## src/rco_pkg.sv

```systemverilog
`default_nettype none
// ==========================================================================
// Shared constants of the reference clock output block.
package rco_pkg;

  // ========================================================================
  // Register map, byte addresses on the APB bus.
  localparam logic [11:0] ADDR_CTRL = 12'h0000;
  localparam logic [11:0] ADDR_SRC  = 12'h0004;
  localparam int          ADDR_W    = 12;

  // ========================================================================
  // Field positions and widths.
  localparam int ENABLE_BIT = 7;
  localparam int DUTY_LSB   = 3;
  localparam int DUTY_W     = 2;
  localparam int DIV_LSB    = 0;
  localparam int DIV_W      = 3;
  localparam int SRC_LSB    = 0;
  localparam int SRC_W      = 4;

  // Reset values: enable off, duty 50 percent, undivided, system clock.
  localparam logic [7:0] CTRL_RESET = 8'h10;
  localparam logic [7:0] SRC_RESET  = 8'h00;

  // Write masks; unimplemented bits read as zero.
  localparam logic [7:0] CTRL_MASK = 8'h9F;
  localparam logic [7:0] SRC_MASK  = 8'h0F;

  // ========================================================================
  // Source select codes.
  typedef enum logic [3:0] {
    RCO_SRC_SYS    = 4'b0000,
    RCO_SRC_HFOSC  = 4'b0001,
    RCO_SRC_LFOSC  = 4'b0010,
    RCO_SRC_MFOSC  = 4'b0011,
    RCO_SRC_SECOSC = 4'b0100,
    RCO_SRC_NUMOSC = 4'b0101,
    RCO_SRC_LC1    = 4'b0110,
    RCO_SRC_LC2    = 4'b0111,
    RCO_SRC_LC3    = 4'b1000,
    RCO_SRC_LC4    = 4'b1001
  } rco_src_t;

  // Number of external (asynchronous) sources, codes 1 to 9.
  localparam int NUM_EXT_SRC = 9;
  localparam logic [3:0] SRC_LAST = 4'h9;

  // Duty codes.
  localparam logic [1:0] DUTY_0  = 2'b00;
  localparam logic [1:0] DUTY_25 = 2'b01;
  localparam logic [1:0] DUTY_50 = 2'b10;
  localparam logic [1:0] DUTY_75 = 2'b11;

  // Half-period counter width: a full period is up to 256 half ticks.
  localparam int CNT_W = 9;
  localparam logic [CNT_W-1:0] CNT_TWO = 9'h002;

endpackage
`default_nettype wire

```

## src/rco_cfg_if.sv

```systemverilog
`default_nettype none
// ==========================================================================
// Configuration and tick carrier between register file and divider.
interface rco_cfg_if;
  logic                     enable;
  logic                     start;
  logic                     run;
  logic                     tick;
  logic [rco_pkg::DIV_W-1:0]  divide_select;
  logic [rco_pkg::DUTY_W-1:0] duty_select;
  logic                     level;

  modport ctrl (
    output enable,
    output start,
    output run,
    output tick,
    output divide_select,
    output duty_select,
    input  level
  );

  modport div (
    input  enable,
    input  start,
    input  run,
    input  tick,
    input  divide_select,
    input  duty_select,
    output level
  );
endinterface
`default_nettype wire

```

## src/rco_divider.sv

```systemverilog
`default_nettype none
// ==========================================================================
// Divider and duty shaper, counting half periods of the chosen source.
module rco_divider (
  // Clock and reset.
  input  wire logic clk_sys,
  input  wire logic rst_b,
  input  wire logic clk_en,
  // Configuration and result.
  rco_cfg_if.div    cfg
);

  logic [rco_pkg::CNT_W-1:0] cnt_q;
  logic [rco_pkg::CNT_W-1:0] cnt_d;
  logic                      level_q;
  logic                      level_d;
  wire  [rco_pkg::CNT_W-1:0] period;
  wire  [rco_pkg::CNT_W-1:0] quarter;
  wire  [rco_pkg::CNT_W-1:0] high_len;
  wire                       undivided;

  // ========================================================================
  // Period and high time in half ticks.
  assign period    = rco_pkg::CNT_TWO << cfg.divide_select;
  assign quarter   = period >> 2;
  assign undivided = (cfg.divide_select == '0);
  // Undivided output follows the source and ignores the duty field.
  assign high_len  = undivided ? (period >> 1) :
                     (cfg.duty_select == rco_pkg::DUTY_75) ?
                       rco_pkg::CNT_W'(quarter * 3) :
                     (cfg.duty_select == rco_pkg::DUTY_50) ?
                       (period >> 1) :
                     (cfg.duty_select == rco_pkg::DUTY_25) ?
                       quarter : '0;

  // Next state: a start clears the counter so the first period is whole.
  always_comb begin
    cnt_d   = cnt_q;
    level_d = level_q;
    if (cfg.start) begin
      cnt_d   = '0;
      level_d = 1'b0;
    end else if (!cfg.enable) begin
      cnt_d   = '0;
      level_d = 1'b0;
    end else if (cfg.run && cfg.tick) begin
      level_d = (cnt_q < high_len);
      cnt_d   = (cnt_q + 1'b1 >= period) ? '0 : cnt_q + 1'b1;
    end
  end

  // Counter and output level; frozen while clock enable is low.
  always_ff @(posedge clk_sys or negedge rst_b) begin
    if (!rst_b) begin
      cnt_q   <= '0;
      level_q <= 1'b0;
    end else if (clk_en) begin
      cnt_q   <= cnt_d;
      level_q <= level_d;
    end
  end

  assign cfg.level = level_q;

endmodule
`default_nettype wire

```

## src/rco_top.sv

```systemverilog
`default_nettype none
// ==========================================================================
// Reference clock output: source select, power-of-two divider, duty.
// Operation
// - Four-bit field selects the input clock source.
// - Codes: oscillators, numeric oscillator, logic cells, reserved.
// - Enabling starts output cleanly, no runt pulse.
// - Clearing enable stops output immediately.
// - Three-bit field divides by one to 128.
// - Two-bit duty field: 0, 25, 50, 75 percent.
// - Undivided setting ignores duty, passes base clock.
// - Reset gives duty 50 percent, rest zero.
// - Change divider or duty only while disabled.
// - Sleep holds outputs at present level.
// - Output drives pin and internal peripheral input.
// - Control and source register bit layout fixed.
module rco_top (
  // Clock, reset and clock enable.
  input  wire logic                        clk_sys,
  input  wire logic                        rst_b,
  input  wire logic                        clk_en,
  // APB slave.
  input  wire logic                        psel,
  input  wire logic                        penable,
  input  wire logic                        pwrite,
  input  wire logic [rco_pkg::ADDR_W-1:0]  paddr,
  input  wire logic [31:0]                 pwdata,
  input  wire logic [3:0]                  pstrb,
  output logic      [31:0]                 prdata,
  output logic                             pready,
  output logic                             pslverr,
  // Clock sources from other domains, codes 1 to 9 in order.
  input  wire logic [rco_pkg::NUM_EXT_SRC-1:0] src_clk_in,
  // Device sleep.
  input  wire logic                        sleep,
  // Reference clock outputs.
  output logic                             ref_clock_out_pin,
  output logic                             ref_clock_to_peripherals
);

  // ========================================================================
  // Declarations.
  rco_cfg_if cfg ();

  logic [7:0]  ctrl_q;
  logic [7:0]  src_q;
  logic [31:0] rdata_q;
  logic        en_prev_q;
  logic [rco_pkg::NUM_EXT_SRC-1:0] sync1_q;
  logic [rco_pkg::NUM_EXT_SRC-1:0] sync2_q;
  logic [rco_pkg::NUM_EXT_SRC-1:0] sync3_q;
  logic [rco_pkg::NUM_EXT_SRC-1:0] stable_q;
  logic [rco_pkg::NUM_EXT_SRC-1:0] ext_tick;

  wire         setup_phase;
  wire         access_phase;
  wire         hit_ctrl;
  wire         hit_src;
  wire         unmapped;
  wire         wr_ctrl;
  wire         wr_src;
  wire  [7:0]  rd_mux;
  wire  [3:0]  src_code;
  wire         src_valid;
  wire         sel_tick;
  wire         ref_enable;

  // ========================================================================
  // APB decode: zero wait states, error on unmapped addresses.
  assign setup_phase  = psel && !penable;
  assign access_phase = psel && penable;
  assign hit_ctrl     = (paddr == rco_pkg::ADDR_CTRL);
  assign hit_src      = (paddr == rco_pkg::ADDR_SRC);
  assign unmapped     = !hit_ctrl && !hit_src;
  assign wr_ctrl      = access_phase && pwrite && hit_ctrl && pstrb[0];
  assign wr_src       = access_phase && pwrite && hit_src && pstrb[0];
  assign pready       = 1'b1;
  assign pslverr      = access_phase && unmapped;
  assign prdata       = rdata_q;

  // Read mux; unimplemented bits come back as zero.
  assign rd_mux = hit_ctrl ? (ctrl_q & rco_pkg::CTRL_MASK) :
                  hit_src  ? (src_q & rco_pkg::SRC_MASK) : 8'h00;

  // Read data is captured in the setup cycle and shown in the access.
  always_ff @(posedge clk_sys or negedge rst_b) begin
    if (!rst_b) begin
      rdata_q <= 32'h0000_0000;
    end else if (clk_en && setup_phase) begin
      rdata_q <= {24'h00_0000, rd_mux};
    end
  end

  // ========================================================================
  // Configuration registers. Divider and duty may be rewritten while
  // enabled; the output may then glitch, so software should not.
  always_ff @(posedge clk_sys or negedge rst_b) begin
    if (!rst_b) begin
      ctrl_q <= rco_pkg::CTRL_RESET;
      src_q  <= rco_pkg::SRC_RESET;
    end else if (clk_en) begin
      if (wr_ctrl) begin
        ctrl_q <= pwdata[7:0] & rco_pkg::CTRL_MASK;
      end
      if (wr_src) begin
        src_q <= pwdata[7:0] & rco_pkg::SRC_MASK;
      end
    end
  end

  // ========================================================================
  // Source synchronisers: three stages, a change counts once the second
  // and third stages agree. Each counted change is one half tick.
  genvar g;
  generate
    for (g = 0; g < rco_pkg::NUM_EXT_SRC; g++) begin : g_sync
      always_ff @(posedge clk_sys or negedge rst_b) begin
        if (!rst_b) begin
          sync1_q[g]  <= 1'b0;
          sync2_q[g]  <= 1'b0;
          sync3_q[g]  <= 1'b0;
          stable_q[g] <= 1'b0;
        end else if (clk_en) begin
          sync1_q[g] <= src_clk_in[g];
          sync2_q[g] <= sync1_q[g];
          sync3_q[g] <= sync2_q[g];
          if (sync2_q[g] == sync3_q[g]) begin
            stable_q[g] <= sync3_q[g];
          end
        end
      end
      assign ext_tick[g] = (sync2_q[g] == sync3_q[g]) &&
                           (sync3_q[g] != stable_q[g]);
    end
  endgenerate

  // ========================================================================
  // Source selection. The system clock gives a half tick every cycle;
  // reserved codes give none, so the output holds.
  assign src_code  = src_q[rco_pkg::SRC_LSB +: rco_pkg::SRC_W];
  assign src_valid = (src_code <= rco_pkg::SRC_LAST);
  assign sel_tick  = (src_code == rco_pkg::RCO_SRC_SYS) ? 1'b1 :
                     src_valid ?
                       ext_tick[4'(src_code - 4'h1)] : 1'b0;

  // ========================================================================
  // Enable edge detect for the clean start.
  assign ref_enable = ctrl_q[rco_pkg::ENABLE_BIT];

  always_ff @(posedge clk_sys or negedge rst_b) begin
    if (!rst_b) begin
      en_prev_q <= 1'b0;
    end else if (clk_en) begin
      en_prev_q <= ref_enable;
    end
  end

  // Drive the divider through the carrier; sleep freezes it in place.
  assign cfg.enable        = ref_enable;
  assign cfg.start         = ref_enable && !en_prev_q;
  assign cfg.run           = !sleep;
  assign cfg.tick          = sel_tick;
  assign cfg.divide_select = ctrl_q[rco_pkg::DIV_LSB +: rco_pkg::DIV_W];
  assign cfg.duty_select   = ctrl_q[rco_pkg::DUTY_LSB +: rco_pkg::DUTY_W];

  rco_divider u_divider (
    .clk_sys (clk_sys),
    .rst_b   (rst_b),
    .clk_en  (clk_en),
    .cfg     (cfg)
  );

  // ========================================================================
  // Output gated by the enable register so disabling cuts it at once.
  assign ref_clock_out_pin        = cfg.level && ref_enable;
  assign ref_clock_to_peripherals = cfg.level && ref_enable;

endmodule
`default_nettype wire

```

## config.mk

```make
export PLATFORM = sky130hd
export DESIGN_NAME = rco_top
export DESIGN_NICKNAME = d
export VERILOG_FILES = /design/src/rco_pkg.sv /design/src/rco_cfg_if.sv /design/src/rco_divider.sv /design/src/rco_top.sv
export SDC_FILE = /design/constraint.sdc
export NUM_CORES = 1
export LEC_CHECK = 0
export BUFFER_PORTS_ARGS = -buffer_cell sky130_fd_sc_hd__buf_2
export CORE_UTILIZATION = 55
export CTS_CLUSTER_SIZE = 16
export DETAILED_ROUTE_END_ITERATION = 6
export GPL_ROUTABILITY_DRIVEN = 0
export GPL_TIMING_DRIVEN = 0
export PLACE_DENSITY_LB_ADDON = 0.25
export SLEW_MARGIN = 0
export SYNTH_ARGS = -nofsm -noshare
export SYNTH_HDL_FRONTEND = slang
export SYNTH_HIERARCHICAL = 1
export SYNTH_SLANG_ARGS = --single-unit
```

## constraint.sdc

```tcl
create_clock -name clk_sys -period 8.75 [get_ports clk_sys]
set_input_delay 1.75 -clock clk_sys [delete_from_list [all_inputs] [get_ports clk_sys]]
set_output_delay 1.75 -clock clk_sys [all_outputs]
set_load 0.05 [all_outputs]
```

Word level (Yosys, flattened, before mapping)
Index checks and enable logic that the tools add are counted.
{"block": "totals", "ff_bits": 65, "inputBits": 64, "out_inout_bits": 36, "wordCells": 132}
{"block": "classes", "add_sub_neg": 2, "multipliers": 1, "magnitude_cmp": 4, "n_eq_ne": 23, "n_shift": 1, "n_mux": 17, "reduce_logical": 42}
{"cell": "$mux 9", "n": 7}
{"cell": "$reduce_and 2->1", "n": 12}
{"cell": "$logic_and 1x1->1", "n": 22}
{"cell": "$eq 12x3->1 const B", "n": 1}
{"cell": "$logic_not 12->1", "n": 1}
{"cell": "$add 9x1->9 const B", "n": 1}
{"cell": "$eq 1x1->1", "n": 9}
{"cell": "$ge 9x9->1", "n": 1}
{"cell": "$lt 9x9->1", "n": 1}
{"cell": "$mul 7x2->9 const B", "n": 1}
{"cell": "$ne 1x1->1", "n": 9}
{"cell": "$shl 2x3->9 const A", "n": 1}
{"cell": "$mux 8", "n": 1}
{"cell": "$mux 7", "n": 1}
{"cell": "$mux 1", "n": 6}
{"cell": "$logic_not 1->1", "n": 5}
{"cell": "$lt 4x5->1 const B", "n": 1}
{"cell": "$bmux 1 s4", "n": 1}
{"cell": "$eq 2x2->1 const B", "n": 2}
{"cell": "$le 4x4->1 const B", "n": 1}
{"cell": "$logic_not 4->1", "n": 1}
{"cell": "$mux 4", "n": 1}
{"cell": "$sub 4x1->4 const B", "n": 1}
{"cell": "$logic_not 3->1", "n": 1}
{"cell": "other kinds (2)", "n": 2}

Longest topological paths before layout
{"block": "logic_depth", "depth_word": 10, "mapped_depth": 18, "ltp_nobuf": 16}

By module
Netlist, hierarchy kept.
{"module": "rco_top", "n_inst": 1, "cells_per_inst": 251, "area_per_inst_um2": 2723.9, "seq_area_each_um2": 1327.5}
{"module": "rco_divider", "n_inst": 1, "cells_per_inst": 181, "area_per_inst_um2": 1423.9, "seq_area_each_um2": 250.2}

Least setup slack after synthesis
Ideal clock, no wire load.
{"block": "synth_path", "kind": "input to output", "startpoint": "input paddr[10] (netlist bit)", "endpoint": "output pslverr", "arrival_ns": 2.679, "t_required_ns": 7.000, "setup_slack_ns": 4.321, "path_stages": 2, "n_path_buf": 0, "cell_sequence": "nor4_2 -> a31oi_1"}
{"block": "synth_between", "elab_chain_len": 4, "elab_cells_between_ends": 6, "cone_classes": "eq/ne: 1; reduce/logical: 5"}
{"item": "from (decl)", "line": "rco_top.sv:26", "source": "input wire logic [rco_pkg::ADDR_W-1:0] paddr,"}
{"item": "$eq 12x3->1 or $logic_not 12->1 (tied branches)", "line": "rco_top.sv:73, rco_top.sv:72"}
{"item": "$logic_not 1->1", "line": "rco_top.sv:74", "source": "assign unmapped = !hit_ctrl && !hit_src;"}
{"item": "$logic_and 1x1->1 (*)", "line": "rco_top.sv:74"}
{"item": "$logic_and 1x1->1 (*)", "line": "rco_top.sv:78", "source": "assign pslverr = access_phase && unmapped;"}
{"item": "to (decl)", "line": "rco_top.sv:31", "source": "output logic pslverr,"}
Every way passes the cells marked *; elsewhere a longest branch is shown, timed or not.

Worst setup path after layout
{"block": "layout_path", "startpoint": "input paddr[5] (netlist bit)", "endpoint": "output pslverr"}
The elaborated chain is that of the path after synthesis.

==> impl_metrics.py <==
metrics = {
    "min_path": {
        "hp-class": "register to register",
        "min-delay-start": "u_divider/cfg.level",
        "hold-path-cell-count": 2,
        "hold_end": "u_divider/cfg.level",
    },
    "global_routing": {
        "grt_max_degree": 64,
        "grt_pass1_vias": 3175,
        "grt_pass1_wl_mm": 14.6,
        "overflow": 0,
        "antenna_found_initial": 0,
        "gr-usage-all-layers_pct": 24.3,
    },
    "worst_setup_path": {
        "cpMaxStageDelayCell": "nor4_2",
        "crit_path_frequent_cell": "buf_2",
        "path_cells": "buf_2 -> nor4_2 -> a31oi_1 -> buf_2",
        "cp_data_required_time_ns": 7.00,
        "crit_path_max_incr_delay_ns": 0.39,
        "reg2reg_to": "u_divider/cfg.level",
        "critical_path.top_delay_family": "simple AND/OR/NAND/NOR gates",
        "timing.critical_path.buf_inv": 2,
        "crit_type": "input pin to output port",
        "startpoint_type": "input pin",
        "reg2reg_depth": 17,
        "path_max_fanout": 3,
        "end_kind": "output port",
        "path_depth": 4,
        "r2r_start": "ctrl_q[0]",
        "worstPathArrival_ns": 2.59,
        "r2r_slack_ns": 4.91,
    },
    "logic_synthesis": {
        "seq_area_frac_synth_pct": 38.0,
        "syn_avg_cell_area_sq_um": 9.60,
        "synth_edf_count": 0,
        "ys_warn_count": 6,
        "syn_area_sq_um": 4150,
        "synth_top_flop_cell": "dfrtp_1",
        "postSynthCellCount": 432,
        "async_reset_ff_share_pct": 100,
        "synth_seq_cells": 63,
        "ys_types": 61,
    },
    "timing": {
        "fin_crit_sh_pct": 49.6,
        "worst_clock_skew_ns": 0.0118,
        "slew_violations": 0,
        "slew_headroom_pct": 47.6,
        "hold_viol": 0,
        "fin_tns_setup_ns": 0,
        "setup_viol": 0,
        "period_minus_slack_ns": 4.34,
        "rsz0062_at_grt": "false",
        "fmax_mhz": 231,
        "worstMarginPinSlew_ns": 0.786,
    },
    "routing": {
        "vias": 3390,
        "drtIter0Drc": 222,
        "ant_nets": 0,
        "wirelength_mm": 8.78,
        "drc_errors": 0,
        "wl_per_cell_microns": 14.3,
        "drt-pass1-iter-count": 5,
        "avgViaCountPerCell": 5.52,
    },
    "power": {
        "p_per_area_nw_per_um2": 163,
        "switching_share_pct": 28.1,
        "clockPowerShare_pct": 40.5,
        "pwr-share-comb_pct": 14.6,
        "seqPwrFrac_pct": 44.9,
        "intPower_w": 0.000565,
        "power_leakage_nw": 2.31,
        "vdd_drop_max_mv": 0.123,
        "p_sw_w": 0.000221,
    },
    "run": {
        "drv_cap": 0,
    },
    "floorplan": {
        "rows": 31,
        "die_width_microns": 88.8,
        "die_h_microns": 88.8,
        "io_pins": 100,
        "fp.coreArea_sq_um": 7250,
        "start_util_pct": 57.2,
        "die_area_sq_um": 7890,
    },
    "outcome": {
        "status": "completed",
    },
    "clock_network": {
        "cts-root-buf": "clkbuf_8",
        "htree_num_levels": 3,
        "clk_latency_ns": 0.35,
        "hold_buffers": 0,
        "cts_max_path_buffers": 2,
        "cts_made_buffers": 9,
        "clk_pin_slew_ns": 0.07,
        "ctsResizeCount": 0,
        "cts.sinks": 63,
        "cts_setup_buffers": 0,
        "cts_tree": "done",
    },
    "placed_design": {
        "port_buffers": 42,
        "dp_hpwl_mm": 6.52,
        "place_area_sq_um": 4580,
        "place_inst": 598,
    },
    "finish": {
        "fin_cells": 614,
        "area_delta_synth_final_pct": 16.4,
        "stdcell_area_sq_um": 4830,
        "drive_above_1_share_pct": 26.6,
        "layout.nets": 597,
        "diodes": 0,
    },
}
flip-flops by register name, summed over array words and instances, names as in the netlist:
name                 cells
en_prev_q                1
stable_q                 9
ctrl_q                   6
src_q                    4
prdata                   6
u_divider/cnt_q          9
sync2_q                  9
u_divider/cfg.level      1
sync3_q                  9
sync1_q                  9
cells in the mapped netlist (4+ instances only):
library cell   n  area, sq um
a21oi_1       27          135
a22o_1         8         70.1
a31oi_1        5         31.3
buf_4         29          218
clkbuf_1      13         48.8
dfrtp_1       62         1550
ha_1          22          275
inv_1         15         56.3
mux2_2        40          450
mux2i_1        5         50.1
nand2_1       43          161
nand2b_1      21          131
nand3_1       11         55.1
nor2_1        24         90.1
nor2b_1        6         37.5
nor3_1         6         30.0
o211ai_1       5         37.5
o21ai_0       13         65.1
o22ai_1        6         37.5
o31ai_1        4         30.0
xnor2_1        4         35.0
area by class of cell:
class                   count  area [sq um]
plain buffers              44           277
clock inverters             7           125
multi-input cells         335          2330
repair buffers             42           213
inverters                  15          56.3
well taps                  99           124
flip-flops and latches     63          1580
clock buffers               9           124
fillers                   584          2430
how the worst max path moves through the flow:
| stage | start | to | slack (ns) |
|---|---|---|---|
| floorplan | paddr[10] | pslverr | 4.32 |
| global placement | paddr[5] | pslverr | 4.39 |
| detailed placement | paddr[5] | pslverr | 4.41 |
| CTS | paddr[5] | pslverr | 4.41 |
| global route | paddr[11] | pslverr | 4.38 |
| finish | paddr[5] | pslverr | 4.41 |
cell families (layout without fill, tap and decap cells):
family,count (synthesis),count (layout),synth area share [%]
XOR/XNOR,7,7,1.48
adder cells (fa/ha/maj),23,23,7.12
multiplexers,45,45,12.1
flip-flops,63,63,38.0
AO/OA/AOI/OAI,98,98,16.0
AND/OR/NAND/NOR,135,135,17.0
buffers and inverters,59,117,8.02
other,2,27,0.181
layout by cell type (no fill, tap or decap), types with 3 or more instances in the layout:
master     synthesis  layout
a21o_1             3       3
a21oi_1           27      27
a22o_1             8       8
a31oi_1            5       5
buf_2              2      43
buf_4             29      30
bufinv_16          0       3
clkbuf_1          13      13
clkbuf_8           0       9
conb_1             2      27
dfrtp_1           62      62
ha_1              22      22
inv_1             15      15
inv_6              0       3
mux2_2            40      40
mux2i_1            5       5
nand2_1           43      43
nand2b_1          21      21
nand3_1           11      11
nand3b_1           3       3
nor2_1            24      24
nor2b_1            6       6
nor3_1             6       6
o211ai_1           5       5
o21ai_0           13      13
o22ai_1            6       6
o31ai_1            4       4
xnor2_1            4       4
xor2_1             3       3
worst reg2reg max path: cells and delay by family, from the launching register on:
family          cells  cell delay (ns)
compound gates      8             1.33
fa+ha+maj           3             1.00
buf+inv             3             0.67
flops               1             0.38
simple gates        3             0.37
routing by layer:
metal  wire length, microns  GRT usage [%]  vias up  part of all wire (%)
met5                      0              0        -                     0
met4                    148           8.21        0                   1.7
met3                    445           4.85       16                   5.1
met2                   4040           40.6      104                    46
met1                   4140           31.7     1607                    47
li1                       -              -     1663                     -
metrics by stage:
stage                     util, %  total power, W  worst slack [ns]  hold WS (ns)
after floorplan                 -        0.000441              4.32         0.441
final                        66.6        0.000785              4.41         0.477
after global placement       63.1        0.000466              4.39         0.458
after global routing         66.6        0.000820              4.38         0.521
after CTS                    66.5        0.000790              4.41         0.480
after detailed placement     63.1        0.000473              4.41         0.463
power groups by stage:
stage           logic, W  registers, W  clock network (W)
2_1_floorplan  0.0000918      0.000349                  0
3_3_place_gp    0.000112      0.000354                  0
3_5_place_dp    0.000115      0.000357                  0
4_1_cts         0.000116      0.000352           0.000322
5_1_grt         0.000128      0.000358           0.000333
6_report        0.000115      0.000352           0.000318
No activity file was read; power rests on OpenSTA's default activity.
